`config.mk`:
```
export PLATFORM = sky130hd
export DESIGN_NAME = cfx_core
export DESIGN_NICKNAME = d
export VERILOG_FILES = /design/src/logic/cfx_pkg.sv /design/src/logic/cfx_core.sv
export SDC_FILE = /design/constraint.sdc
export NUM_CORES = 2
export LEC_CHECK = 0
export BUFFER_PORTS_ARGS = -buffer_cell sky130_fd_sc_hd__buf_2
export CORE_MARGIN = 4
export CORE_UTILIZATION = 42
export CTS_CLUSTER_SIZE = 12
export DETAILED_ROUTE_END_ITERATION = 10
export SKIP_LAST_GASP = 1
export SYNTH_ARGS = -nofsm -noshare
export SYNTH_HDL_FRONTEND = slang
export SYNTH_SLANG_ARGS = --single-unit
```
`constraint.sdc`:
```
create_clock -name pclk -period 12 [get_ports pclk]
set_input_delay 2.4 -clock pclk [delete_from_list [all_inputs] [get_ports pclk]]
set_output_delay 2.4 -clock pclk [all_outputs]
set_load 0.05 [all_outputs]
```
`src/logic/cfx_pkg.sv`:
```
// constants and carrier types for the core execution datapath
package cfx_pkg;
    // ====================================================
    // register map
    localparam logic [11:0] ADDR_CTRL = 12'h000;
    localparam logic [11:0] ADDR_STATUS = 12'h004;
    localparam logic [11:0] ADDR_INSN = 12'h008;
    localparam logic [11:0] ADDR_PC = 12'h00C;
    localparam logic [11:0] ADDR_IRQ_PEND = 12'h010;
    localparam logic [11:0] ADDR_IRQ_TAKEN = 12'h014;
    localparam logic [11:0] ADDR_PTR_X = 12'h018;
    localparam logic [11:0] ADDR_PTR_Y = 12'h01C;
    localparam logic [11:0] ADDR_PTR_Z = 12'h020;
    localparam logic [11:0] ADDR_WINDOW = 12'h024;
    localparam logic [11:0] ADDR_RF_BASE = 12'h100;
    localparam logic [11:0] ADDR_RF_LAST = 12'h17C;
    localparam logic [7:0] STATUS_RESET = 8'h00;
    localparam logic [31:0] CTRL_RESET = 32'h0000_0000;

    // ====================================================
    // status bit positions
    localparam int BIT_I = 7;
    localparam int BIT_T = 6;
    localparam int BIT_H = 5;
    localparam int BIT_S = 4;
    localparam int BIT_V = 3;
    localparam int BIT_N = 2;
    localparam int BIT_Z = 1;
    localparam int BIT_C = 0;

    // ====================================================
    // data-space windows
    localparam logic [15:0] IO_LO = 16'h0020;
    localparam logic [15:0] IO_HI = 16'h005F;
    localparam logic [15:0] EXT_LO = 16'h0060;
    localparam logic [15:0] EXT_HI = 16'h00FF;
    localparam logic [5:0] IO_LAST = 6'h3F;
    localparam int PTR_X_LO = 26;
    localparam int PTR_Y_LO = 28;
    localparam int PTR_Z_LO = 30;

    // ====================================================
    // opcode field (insn[15:11]) encodings
    typedef enum logic [4:0] {
        OP_NOP = 5'h00, OP_ADD = 5'h01, OP_ADC = 5'h02, OP_SUB = 5'h03,
        OP_SBC = 5'h04, OP_AND = 5'h05, OP_OR = 5'h06, OP_EOR = 5'h07,
        OP_MOV = 5'h08, OP_SUBI = 5'h09, OP_ANDI = 5'h0A, OP_ORI = 5'h0B,
        OP_LDI = 5'h0C, OP_INC = 5'h0D, OP_DEC = 5'h0E, OP_COM = 5'h0F,
        OP_NEG = 5'h10, OP_LSR = 5'h11, OP_BST = 5'h12, OP_BLD = 5'h13,
        OP_SEI = 5'h14, OP_CLI = 5'h15, OP_INTERRUPT_RETURN_OP = 5'h16, OP_SPM = 5'h17,
        OP_LONG = 5'h18, OP_IOCHK = 5'h19, OP_DSCHK = 5'h1A
    } cfx_op_type;

    // insn: [15:11] op, [10:6] rd, [5:1] rr; immediate = [7:0] with rd in 16..23
    localparam int IMM_RD_BASE = 16;
    // pc runs this far ahead of the executing instruction
    localparam logic [15:0] PIPE_LAG = 16'h0002;

    // ====================================================
    // carriers
    typedef struct packed {
        logic [7:0] res;
        logic h;
        logic v;
        logic c;
        logic wr;
        logic flags;
        logic hv;
    } cfx_alu_type;

    typedef struct packed {
        logic [31:0] ctrl;
        logic [7:0] status;
        logic [15:0] insn;
        logic [15:0] fetch;
        logic fetch_ok;
        logic second;
        logic [15:0] pc;
        logic [7:0] irq_taken;
        logic [2:0] irq_vec;
        logic spm_ok;
        logic spm_bad;
        logic io_ok;
        logic ext_ok;
        logic [255:0] rf;
        logic [31:0] prdata;
        logic pready;
        logic pslverr;
    } cfx_state_type;
endpackage

```
`src/logic/cfx_core.sv`:
```
// core execution datapath: register file, ALU, status flags, prefetch, irq pick
`timescale 1ns/1ps
module cfx_core #(
    parameter int NUM_IRQ = 8,
    parameter logic [15:0] BOOT_START = 16'hF000
) (
    input wire logic pclk,
    input wire logic presetn,
    input wire logic psel,
    input wire logic penable,
    input wire logic pwrite,
    input wire logic [11:0] paddr,
    input wire logic [31:0] pwdata,
    output logic [31:0] prdata,
    output logic pready,
    output logic pslverr,
    input wire logic [15:0] prog_word,
    input wire logic [NUM_IRQ-1:0] irq_req,
    output logic [15:0] prog_addr,
    output logic [7:0] status_flags,
    output logic [7:0] irq_taken,
    output logic spm_grant,
    output logic spm_denied
);
    // ====================================================
    // state
    cfx_pkg::cfx_state_type state_reg;
    cfx_pkg::cfx_state_type state_next;
    cfx_pkg::cfx_alu_type alu;
    logic [7:0] rd_val;
    logic [7:0] rr_val;
    logic [7:0] imm;
    logic [4:0] rd_idx;
    logic [4:0] rr_idx;
    cfx_pkg::cfx_op_type op;
    logic step;
    logic [NUM_IRQ-1:0] irq_live;
    logic irq_any;
    logic [2:0] irq_pick;
    logic [7:0] n_flag;
    logic [8:0] sum;
    logic [15:0] ds_addr;
    logic [15:0] z_ptr;
    logic [7:0] sub_rhs;
    logic [15:0] exec_pc;
    logic [7:0] rf_word [32];

    // ====================================================
    // register file view
    genvar gi;
    generate
        for (gi = 0; gi < 32; gi++) begin : g_rf
            assign rf_word[gi] = state_reg.rf[gi*8 +: 8];
        end
    endgenerate

    // ====================================================
    // decode
    always_comb begin
        op = cfx_pkg::cfx_op_type'(state_reg.insn[15:11]);
        imm = state_reg.insn[7:0];
        rr_idx = state_reg.insn[5:1];
        if (op == cfx_pkg::OP_SUBI || op == cfx_pkg::OP_ANDI || op == cfx_pkg::OP_ORI
                || op == cfx_pkg::OP_LDI) begin
            rd_idx = 5'(cfx_pkg::IMM_RD_BASE) + {2'b00, state_reg.insn[10:8]};
        end else begin
            rd_idx = state_reg.insn[10:6];
        end
        rd_val = rf_word[rd_idx];
        rr_val = rf_word[rr_idx];
        z_ptr = {rf_word[cfx_pkg::PTR_Z_LO+1], rf_word[cfx_pkg::PTR_Z_LO]};
        ds_addr = {rf_word[cfx_pkg::PTR_X_LO+1], rf_word[cfx_pkg::PTR_X_LO]};
    end

    // lowest index wins
    always_comb begin
        irq_pick = 3'h0;
        irq_any = 1'b0;
        irq_live = irq_req & {NUM_IRQ{state_reg.status[cfx_pkg::BIT_I]}};
        for (int i = NUM_IRQ - 1; i >= 0; i--) begin
            if (irq_live[i]) begin
                irq_pick = 3'(i);
                irq_any = 1'b1;
            end
        end
    end

    // ====================================================
    // ALU
    always_comb begin
        alu = '0;
        sum = 9'h000;
        sub_rhs = (op == cfx_pkg::OP_SUBI) ? imm : rr_val;
        case (op)
            cfx_pkg::OP_ADD, cfx_pkg::OP_ADC: begin
                sum = {1'b0, rd_val} + {1'b0, rr_val}
                    + {8'h00, op == cfx_pkg::OP_ADC && state_reg.status[cfx_pkg::BIT_C]};
                alu.res = sum[7:0];
                alu.c = sum[8];
                alu.h = (rd_val[3] & rr_val[3]) | (rr_val[3] & ~sum[3])
                    | (~sum[3] & rd_val[3]);
                alu.v = (rd_val[7] & rr_val[7] & ~sum[7])
                    | (~rd_val[7] & ~rr_val[7] & sum[7]);
                alu.wr = 1'b1;
                alu.flags = 1'b1;
                alu.hv = 1'b1;
            end
            cfx_pkg::OP_SUB, cfx_pkg::OP_SBC, cfx_pkg::OP_SUBI, cfx_pkg::OP_NEG: begin
                if (op == cfx_pkg::OP_NEG) begin
                    sum = 9'h000 - {1'b0, rd_val};
                    alu.h = sum[3] | rd_val[3];
                    alu.v = (sum[7:0] == 8'h80);
                end else begin
                    sum = {1'b0, rd_val}
                        - {1'b0, sub_rhs}
                        - {8'h00, op == cfx_pkg::OP_SBC && state_reg.status[cfx_pkg::BIT_C]};
                    alu.h = (~rd_val[3] & sub_rhs[3]) | (sub_rhs[3] & sum[3])
                        | (sum[3] & ~rd_val[3]);
                    alu.v = (rd_val[7] & ~sub_rhs[7] & ~sum[7])
                        | (~rd_val[7] & sub_rhs[7] & sum[7]);
                end
                alu.res = sum[7:0];
                alu.c = sum[8];
                alu.wr = 1'b1;
                alu.flags = 1'b1;
                alu.hv = 1'b1;
            end
            cfx_pkg::OP_AND, cfx_pkg::OP_ANDI, cfx_pkg::OP_OR, cfx_pkg::OP_ORI,
            cfx_pkg::OP_EOR: begin
                case (op)
                    cfx_pkg::OP_AND: alu.res = rd_val & rr_val;
                    cfx_pkg::OP_ANDI: alu.res = rd_val & imm;
                    cfx_pkg::OP_OR: alu.res = rd_val | rr_val;
                    cfx_pkg::OP_ORI: alu.res = rd_val | imm;
                    default: alu.res = rd_val ^ rr_val;
                endcase
                alu.c = state_reg.status[cfx_pkg::BIT_C];
                alu.wr = 1'b1;
                alu.flags = 1'b1;
            end
            cfx_pkg::OP_INC, cfx_pkg::OP_DEC: begin
                alu.res = (op == cfx_pkg::OP_INC) ? rd_val + 8'h01 : rd_val - 8'h01;
                alu.v = (op == cfx_pkg::OP_INC) ? (rd_val == 8'h7F) : (rd_val == 8'h80);
                alu.c = state_reg.status[cfx_pkg::BIT_C];
                alu.wr = 1'b1;
                alu.flags = 1'b1;
            end
            cfx_pkg::OP_COM: begin
                alu.res = ~rd_val;
                alu.c = 1'b1;
                alu.wr = 1'b1;
                alu.flags = 1'b1;
            end
            cfx_pkg::OP_LSR: begin
                alu.res = {1'b0, rd_val[7:1]};
                alu.c = rd_val[0];
                alu.v = rd_val[0];
                alu.wr = 1'b1;
                alu.flags = 1'b1;
            end
            cfx_pkg::OP_MOV: begin
                alu.res = rr_val;
                alu.wr = 1'b1;
            end
            cfx_pkg::OP_LDI: begin
                alu.res = imm;
                alu.wr = 1'b1;
            end
            cfx_pkg::OP_BLD: begin
                alu.res = rd_val;
                alu.res[state_reg.insn[2:0]] = state_reg.status[cfx_pkg::BIT_T];
                alu.wr = 1'b1;
            end
            default: alu = '0;
        endcase
    end

    // ====================================================
    // next state
    always_comb begin
        state_next = state_reg;
        n_flag = state_reg.status;
        step = state_reg.ctrl[0] && state_reg.fetch_ok;
        // address the executing instruction was fetched from
        exec_pc = state_reg.pc - cfx_pkg::PIPE_LAG;
        state_next.pready = 1'b0;
        state_next.pslverr = 1'b0;
        state_next.irq_taken = 8'h00;
        // prefetch: word in flight becomes current, next address is fetched
        if (state_reg.ctrl[0]) begin
            state_next.fetch = prog_word;
            state_next.fetch_ok = 1'b1;
            state_next.pc = state_reg.pc + 16'h0001;
        end
        if (step) begin
            state_next.insn = state_reg.fetch;
            if (state_reg.second) begin
                state_next.second = 1'b0;
            end else begin
                if (alu.wr) begin
                    state_next.rf[rd_idx*8 +: 8] = alu.res;
                end
                if (alu.flags) begin
                    n_flag[cfx_pkg::BIT_C] = alu.c;
                    n_flag[cfx_pkg::BIT_Z] = (alu.res == 8'h00);
                    n_flag[cfx_pkg::BIT_N] = alu.res[7];
                    n_flag[cfx_pkg::BIT_V] = alu.v;
                    if (alu.hv) begin
                        n_flag[cfx_pkg::BIT_H] = alu.h;
                    end
                end
                case (op)
                    cfx_pkg::OP_BST: n_flag[cfx_pkg::BIT_T] = rd_val[state_reg.insn[2:0]];
                    cfx_pkg::OP_SEI: n_flag[cfx_pkg::BIT_I] = 1'b1;
                    cfx_pkg::OP_CLI: n_flag[cfx_pkg::BIT_I] = 1'b0;
                    cfx_pkg::OP_INTERRUPT_RETURN_OP: n_flag[cfx_pkg::BIT_I] = 1'b1;
                    cfx_pkg::OP_LONG: state_next.second = 1'b1;
                    cfx_pkg::OP_SPM: begin
                        state_next.spm_ok = (exec_pc >= BOOT_START);
                        state_next.spm_bad = (exec_pc < BOOT_START);
                    end
                    cfx_pkg::OP_IOCHK: begin
                        // direct I/O reaches only 0..0x3F
                        state_next.io_ok = ({2'b00, imm} <= {2'b00, cfx_pkg::IO_LAST});
                        state_next.ext_ok = 1'b0;
                    end
                    cfx_pkg::OP_DSCHK: begin
                        state_next.io_ok = (ds_addr >= cfx_pkg::IO_LO)
                            && (ds_addr <= cfx_pkg::IO_HI);
                        state_next.ext_ok = (ds_addr >= cfx_pkg::EXT_LO)
                            && (ds_addr <= cfx_pkg::EXT_HI);
                    end
                    default: ;
                endcase
                n_flag[cfx_pkg::BIT_S] = n_flag[cfx_pkg::BIT_N] ^ n_flag[cfx_pkg::BIT_V];
            end
            if (irq_any) begin
                state_next.irq_taken[irq_pick] = 1'b1;
                state_next.irq_vec = irq_pick;
                n_flag[cfx_pkg::BIT_I] = 1'b0;
            end
        end
        state_next.status = n_flag;
        // ====================================================
        // APB slave, access phase with one wait state (pready registered)
        if (psel && penable && !state_reg.pready) begin
            state_next.pready = 1'b1;
            state_next.prdata = 32'h0000_0000;
            if (paddr >= cfx_pkg::ADDR_RF_BASE && paddr <= cfx_pkg::ADDR_RF_LAST
                    && paddr[1:0] == 2'b00) begin
                if (pwrite) begin
                    state_next.rf[paddr[6:2]*8 +: 8] = pwdata[7:0];
                end else begin
                    state_next.prdata = {24'h000000, rf_word[paddr[6:2]]};
                end
            end else begin
                case (paddr)
                    cfx_pkg::ADDR_CTRL: begin
                        if (pwrite) begin
                            state_next.ctrl = pwdata;
                        end
                        state_next.prdata = state_reg.ctrl;
                    end
                    cfx_pkg::ADDR_STATUS: begin
                        if (pwrite) begin
                            state_next.status = pwdata[7:0];
                        end
                        state_next.prdata = {24'h000000, state_reg.status};
                    end
                    cfx_pkg::ADDR_INSN: begin
                        if (pwrite) begin
                            state_next.insn = pwdata[15:0];
                            state_next.second = 1'b0;
                        end
                        state_next.prdata = {16'h0000, state_reg.insn};
                    end
                    cfx_pkg::ADDR_PC: begin
                        if (pwrite) begin
                            state_next.pc = pwdata[15:0];
                            state_next.fetch_ok = 1'b0;
                        end
                        state_next.prdata = {16'h0000, state_reg.pc};
                    end
                    cfx_pkg::ADDR_IRQ_PEND: state_next.prdata = {24'h000000, 8'(irq_req)};
                    cfx_pkg::ADDR_IRQ_TAKEN: state_next.prdata = {29'h0, state_reg.irq_vec};
                    cfx_pkg::ADDR_PTR_X: state_next.prdata = {16'h0000, ds_addr};
                    cfx_pkg::ADDR_PTR_Y: state_next.prdata = {16'h0000,
                        rf_word[cfx_pkg::PTR_Y_LO+1], rf_word[cfx_pkg::PTR_Y_LO]};
                    cfx_pkg::ADDR_PTR_Z: state_next.prdata = {16'h0000, z_ptr};
                    cfx_pkg::ADDR_WINDOW: state_next.prdata = {28'h0, state_reg.io_ok,
                        state_reg.ext_ok, state_reg.spm_ok, state_reg.spm_bad};
                    default: state_next.pslverr = 1'b1;
                endcase
            end
        end
    end

    always_ff @(posedge pclk or negedge presetn) begin
        if (!presetn) begin
            state_reg <= '0;
            state_reg.status <= cfx_pkg::STATUS_RESET;
            state_reg.ctrl <= cfx_pkg::CTRL_RESET;
        end else begin
            state_reg <= state_next;
        end
    end

    // ====================================================
    // outputs
    assign prdata = state_reg.prdata;
    assign pready = state_reg.pready;
    assign pslverr = state_reg.pslverr;
    assign prog_addr = state_reg.pc;
    assign status_flags = state_reg.status;
    assign irq_taken = state_reg.irq_taken;
    assign spm_grant = state_reg.spm_ok;
    assign spm_denied = state_reg.spm_bad;
endmodule // cfx_core

```
After elaboration in Yosys (flattened, before gate mapping). Cells that the tools add are included.

Bitwise logic cells: 41. Reductions and logical operators: 33. Magnitude comparators: 16. Equality and inequality tests: 38. Add/subtract/negate cells: 12. Shift-type cells: 4. Muxes and demuxes: 92.

Operators with widths (count): $mux W256 (3); $bwmux W256 (2); $shift A8 B34 Y256 const A (2); $shiftx A8 B34 Y256 (2); $pmux W32 S10 (1); $mux W290 (1); $mux W271 (1); $mux W260 (1); $bmux W8 S5 (3); $mux W8 (13); $mux W16 (6); $pmux W8 S9 (1); $neg A8 Y34 (2); $eq A5 B5 Y1 const B (11); $eq A12 B5 Y1 const B (4); $mux W24 (2); $eq A5 B4 Y1 const B (8); $mux W18 (2); $mux W32 (1); $pmux W8 S4 (1); $mux W1 (29); $and A8 B8 Y8 (3); $eq A12 B4 Y1 const B (2); $eq A12 B6 Y1 const B (2); 67 further kinds (133).

Input bits: 73. Logic and storage cells: 253. Register bits: 395.

Longest topological paths before layout.
Depth in word-level cells: 27. Gate-level depth with buffers: 31. Depth with buffers taken out: 25.

Worst setup path before layout. OpenSTA, ideal clock, no wires.

Path type: in2reg. Start point: input port paddr[2]. End point: register state_reg, in the netlist rf_word[245]. Buffers on the path: 5. Path slack: 5.850 ns. Data arrival time: 6.013 ns. Stages on the path: 14. Setup time: 0.137 ns. Cell sequence: buf_1 > clkbuf_1 > clkbuf_1 > inv_1 > ha_1 > nand2b_1 > nor2_1 > ha_1 > nand2b_1 > or3_1 > clkbuf_1 > nor3_1 > clkbuf_1 > a22oi_1.

RTL lines: start: declaration (line cfx_core.sv:12) `input wire logic [11:0] paddr,`; end signal: assignment (line cfx_core.sv:304) `state_reg <= state_next;`; end: declaration (line cfx_core.sv:27) `cfx_pkg::cfx_state_type state_reg;`.

==> flow_metrics.py <==
metrics = {
    "timing": {
        "worst_pin_slew_ps": 1370,
        "setup_slack_ps": 3050,
        "period_share_pct": 74.6,
        "slew-limit-headroom_pct": 8.10,
        "skew_ps": 26.4,
        "clock.fmax_mhz": 112,
        "slew_viol_final": 0,
        "hold_violations": 0,
        "setup_violations": 0,
        "finalCriticalPeriod_ps": 8950,
        "rsz0062_at_grt": "false",
        "tns_ps": 0,
    },
    "floorplan": {
        "start_util_pct": 42.3,
        "fp.dieH_um": 276,
        "die_w_um": 276,
        "coreArea_um2": 71500,
        "io_pins": 141,
        "rows": 98,
        "die_area_um2": 76400,
    },
    "synthesis": {
        "postSynthCellCount": 3431,
        "syn_nets": 3551,
        "synth-seq-area-share_pct": 32.7,
        "synthMuxAreaShare_pct": 17.2,
        "syn_avg_cell_area_um2": 8.82,
        "synthXorXnorAreaFrac_pct": 1.01,
        "yosys.area_share.adder_pct": 2.09,
        "ys_ff_latch": 395,
        "ys_types": 98,
        "synth-compound-area-share_pct": 22.1,
        "synth_edf_count": 0,
        "async_reset_ff_share_pct": 100,
        "synth_top_family_by_area": "compound AO/OA/AOI/OAI gates",
        "synth_ff_type": "dfrtp_1",
        "netlist_area_um2": 30300,
        "yosys_warnings": 0,
        "synthSimpleGateAreaFrac_pct": 18.7,
    },
    "flow_run": {
        "max_cap_viol_count": 0,
    },
    "pwr": {
        "max-vdd-ir-drop_v": 0.000128,
        "combPwrFrac_pct": 7.7,
        "power.internal_w": 0.00225,
        "p_leak_nw": 12.4,
        "power.share.sequential_pct": 43.5,
        "p_per_area_nw_per_um2": 94.1,
        "clock_power_share_pct": 48.8,
        "p_switching_w": 0.000842,
        "p_sw_share_pct": 27.2,
    },
    "routing": {
        "num_vias": 31845,
        "drt_iter0_drc": 5813,
        "ant_nets": 0,
        "first_pass_iters": 6,
        "totalWireLength_um": 168000,
        "drcViolationCount": 0,
        "wl_per_cell_um": 38.5,
        "viasPerCell": 7.30,
    },
    "setup_path": {
        "crit_chain": "or3_1 > a21boi_2 > nor3_4 > buf_4 > inv_2 > buf_4 > mux2_1 > a21oi_1 > o2bb2ai_1 > nor3_2 > inv_1 > fa_1 > a22oi_1 > o21ai_0 > a2111oi_0 > o221ai_1 > a211o_1 > nand2_1 > buf_4 > nor3_1 > a211oi_1 > a21oi_1",
        "crit_family": "compound AO/OA/AOI/OAI gates",
        "worst_ep_arrival_time_ps": 9390,
        "start_kind": "register",
        "critPathMaxStageDelay_ps": 740,
        "path_buf_inv": 5,
        "worstPathRequired_ps": 12450,
        "reg2reg_from": "op[2]",
        "cpMaxStageDelayCell": "a2111oi_0",
        "path_max_fanout": 51,
        "crit_type": "register to register",
        "crit_top_cell": "buf_4",
        "reg2reg_depth": 22,
        "r2r-end": "rf_word[17]",
        "r2r_setup_slack_ps": 3050,
        "worst_setup_path_end_kind": "register",
    },
    "final_layout": {
        "largest_reg_flops": 240,
        "final_util_pct": 46.0,
        "layout_common_cells": "dfrtp_1 (392), nand2_1 (364), a21oi_1 (325)",
        "drive_gt1_share_pct": 17.4,
        "final.fill_count": 6952,
        "final_common_cell": "dfrtp_1",
        "areaGrowthSynthToFinish_pct": 8.73,
        "nets": 3488,
    },
    "place": {
        "io_buffers": 140,
        "dpl.hpwl_um": 121000,
        "place_congestion": 1.08,
        "pre_cts_ws_ps": 3560,
    },
    "cts": {
        "cts_root_buffer": "clkbuf_16",
        "cts_sinks": 395,
        "holdBufCountCts": 0,
        "numCtsBuffers": 48,
        "cts_tree": "done",
        "clk_pin_slew_ps": 60,
        "htreeDepth": 2,
        "insertion_delay_ps": 620,
        "clk_path_buf_depth": 3,
        "cts_resized": 0,
        "cts_setup_buffers": 0,
    },
    "min_path": {
        "holdPathStages": 1,
        "holdPathEnd": "prdata[25]",
        "min_from": "state_reg[388]",
        "min-delay-path-class": "register to register",
    },
    "status": {
        "outcome": "finished clean",
    },
    "grt": {
        "antenna_found_initial": 8,
        "grt_usage_pct": 42.3,
        "overflow": 0,
        "grt_pass1_wl_um": 234000,
        "grt_max_degree": 134,
        "grt_pass1_vias": 29365,
    },
}
[power groups by stage]
stage	registers [W]	logic, W	clock network (W)
finish	0.00135	0.000240	0.00151
global route	0.00134	0.000245	0.00157
CTS	0.00134	0.000230	0.00151
detailed placement	0.00137	0.000230	0
global placement	0.00137	0.000232	0
floorplan	0.00137	0.000104	0
[cell usage after synthesis, types with 8 or more instances]
cell type  instances  share of area [%]
a211oi_1          49                1.2
a21o_1            16               0.40
a21oi_1          326                5.4
a221o_1           19               0.63
a221oi_1          37                1.1
a222oi_1           8               0.26
a22o_1            25               0.72
a22oi_1           70                1.7
a31oi_1          100                2.1
a32oi_1           13               0.38
and2_1            54                1.1
and3_1            28               0.58
buf_1             29               0.36
buf_2             37               0.61
buf_4             74                1.8
buf_6              8               0.30
clkbuf_1         201                2.5
dfrtp_1          395                 33
ha_1              41                1.7
inv_1             54               0.67
mux2_2            60                2.2
mux2i_1           89                2.9
mux4_2           160                 12
nand2_1          365                4.5
nand2b_1          19               0.39
nand3_1          171                2.8
nand4_1           41               0.85
nor2_1           277                3.4
nor2b_1           34               0.70
nor3_1           120                2.0
nor4_1            20               0.41
o211ai_1          24               0.60
o21a_1            13               0.32
o21ai_0          164                2.7
o21ai_1           27               0.45
o221ai_1          34               0.98
o22ai_1           26               0.54
o31ai_1           15               0.37
or2_2              9               0.19
or3_1             20               0.41
or4_1              8               0.20
xnor2_1           18               0.52
xor2_1            17               0.49
[worst max-delay path by stage]
stage	startpoint	endpoint	cells past startpoint
after floorplan	paddr[2]	rf_word[245]	14
after global placement	op[2]	rf_word[158]	26
after detailed placement	op[2]	rf_word[158]	26
after CTS	op[2]	rf_word[158]	26
after global routing	op[2]	rf_word[137]	22
final	op[2]	rf_word[17]	22
[cell families (layout without fill, tap and decap cells)]
kind of cell | count (synthesis) | after routing
simple gates | 1198 | 1198
compound gates | 1037 | 1037
buf+inv | 408 | 381
flops | 395 | 395
mux | 311 | 311
fa+ha+maj | 47 | 47
xor+xnor | 35 | 35
other cells | 0 | 7
[stage by stage]
| stage | hold slack [ps] | instance area (um2) | std cells | power, W |
|---|---|---|---|---|
| 5_1_grt | 503 | 32900 | 4355 | 0.00316 |
| 3_3_place_gp | 464 | 31300 | 4268 | 0.00160 |
| 2_1_floorplan | 450 | 30300 | 3431 | 0.00147 |
| 3_5_place_dp | 472 | 31300 | 4268 | 0.00160 |
| 4_1_cts | 485 | 32900 | 4354 | 0.00309 |
| 6_report | 484 | 32900 | 4361 | 0.00310 |
[worst reg2reg max path, stage by stage, from the launching register on]
cell and delay [ps]:
dfrtp_1 670, or3_1 610, a21boi_2 670, nor3_4 90, buf_4 420, inv_2 370
buf_4 570, mux2_1 420, a21oi_1 280, o2bb2ai_1 220, nor3_2 490, inv_1 340
fa_1 530, a22oi_1 250, o21ai_0 120, a2111oi_0 740, o221ai_1 280, a211o_1 410
nand2_1 560, buf_4 370, nor3_1 110, a211oi_1 210, a21oi_1 70
[layer usage]
metal  global-route usage, %  vias to the layer above  part of all wire, %
met5                   0.375                        -                0.048
met4                    28.2                        8                  8.7
met3                    13.7                      693                   13
met2                    60.4                     2743                   41
met1                    54.7                    15598                   37
li1                        -                    12803                    -
[final cells by class]
| class | instances | area, um2 | share of cell area, % |
|---|---|---|---|
| multi-input cells | 2628 | 18500 | 56.3 |
| flip-flops and latches | 395 | 9890 | 30.1 |
| repair buffers | 236 | 1460 | 4.44 |
| clock buffers | 68 | 1450 | 4.40 |
| well taps | 950 | 1190 | 3.61 |
| inverters | 59 | 221 | 0.673 |
| clock inverters | 18 | 138 | 0.418 |
| diodes | 7 | 17.5 | 0.0532 |
No activity file was read; power rests on OpenSTA's default activity.
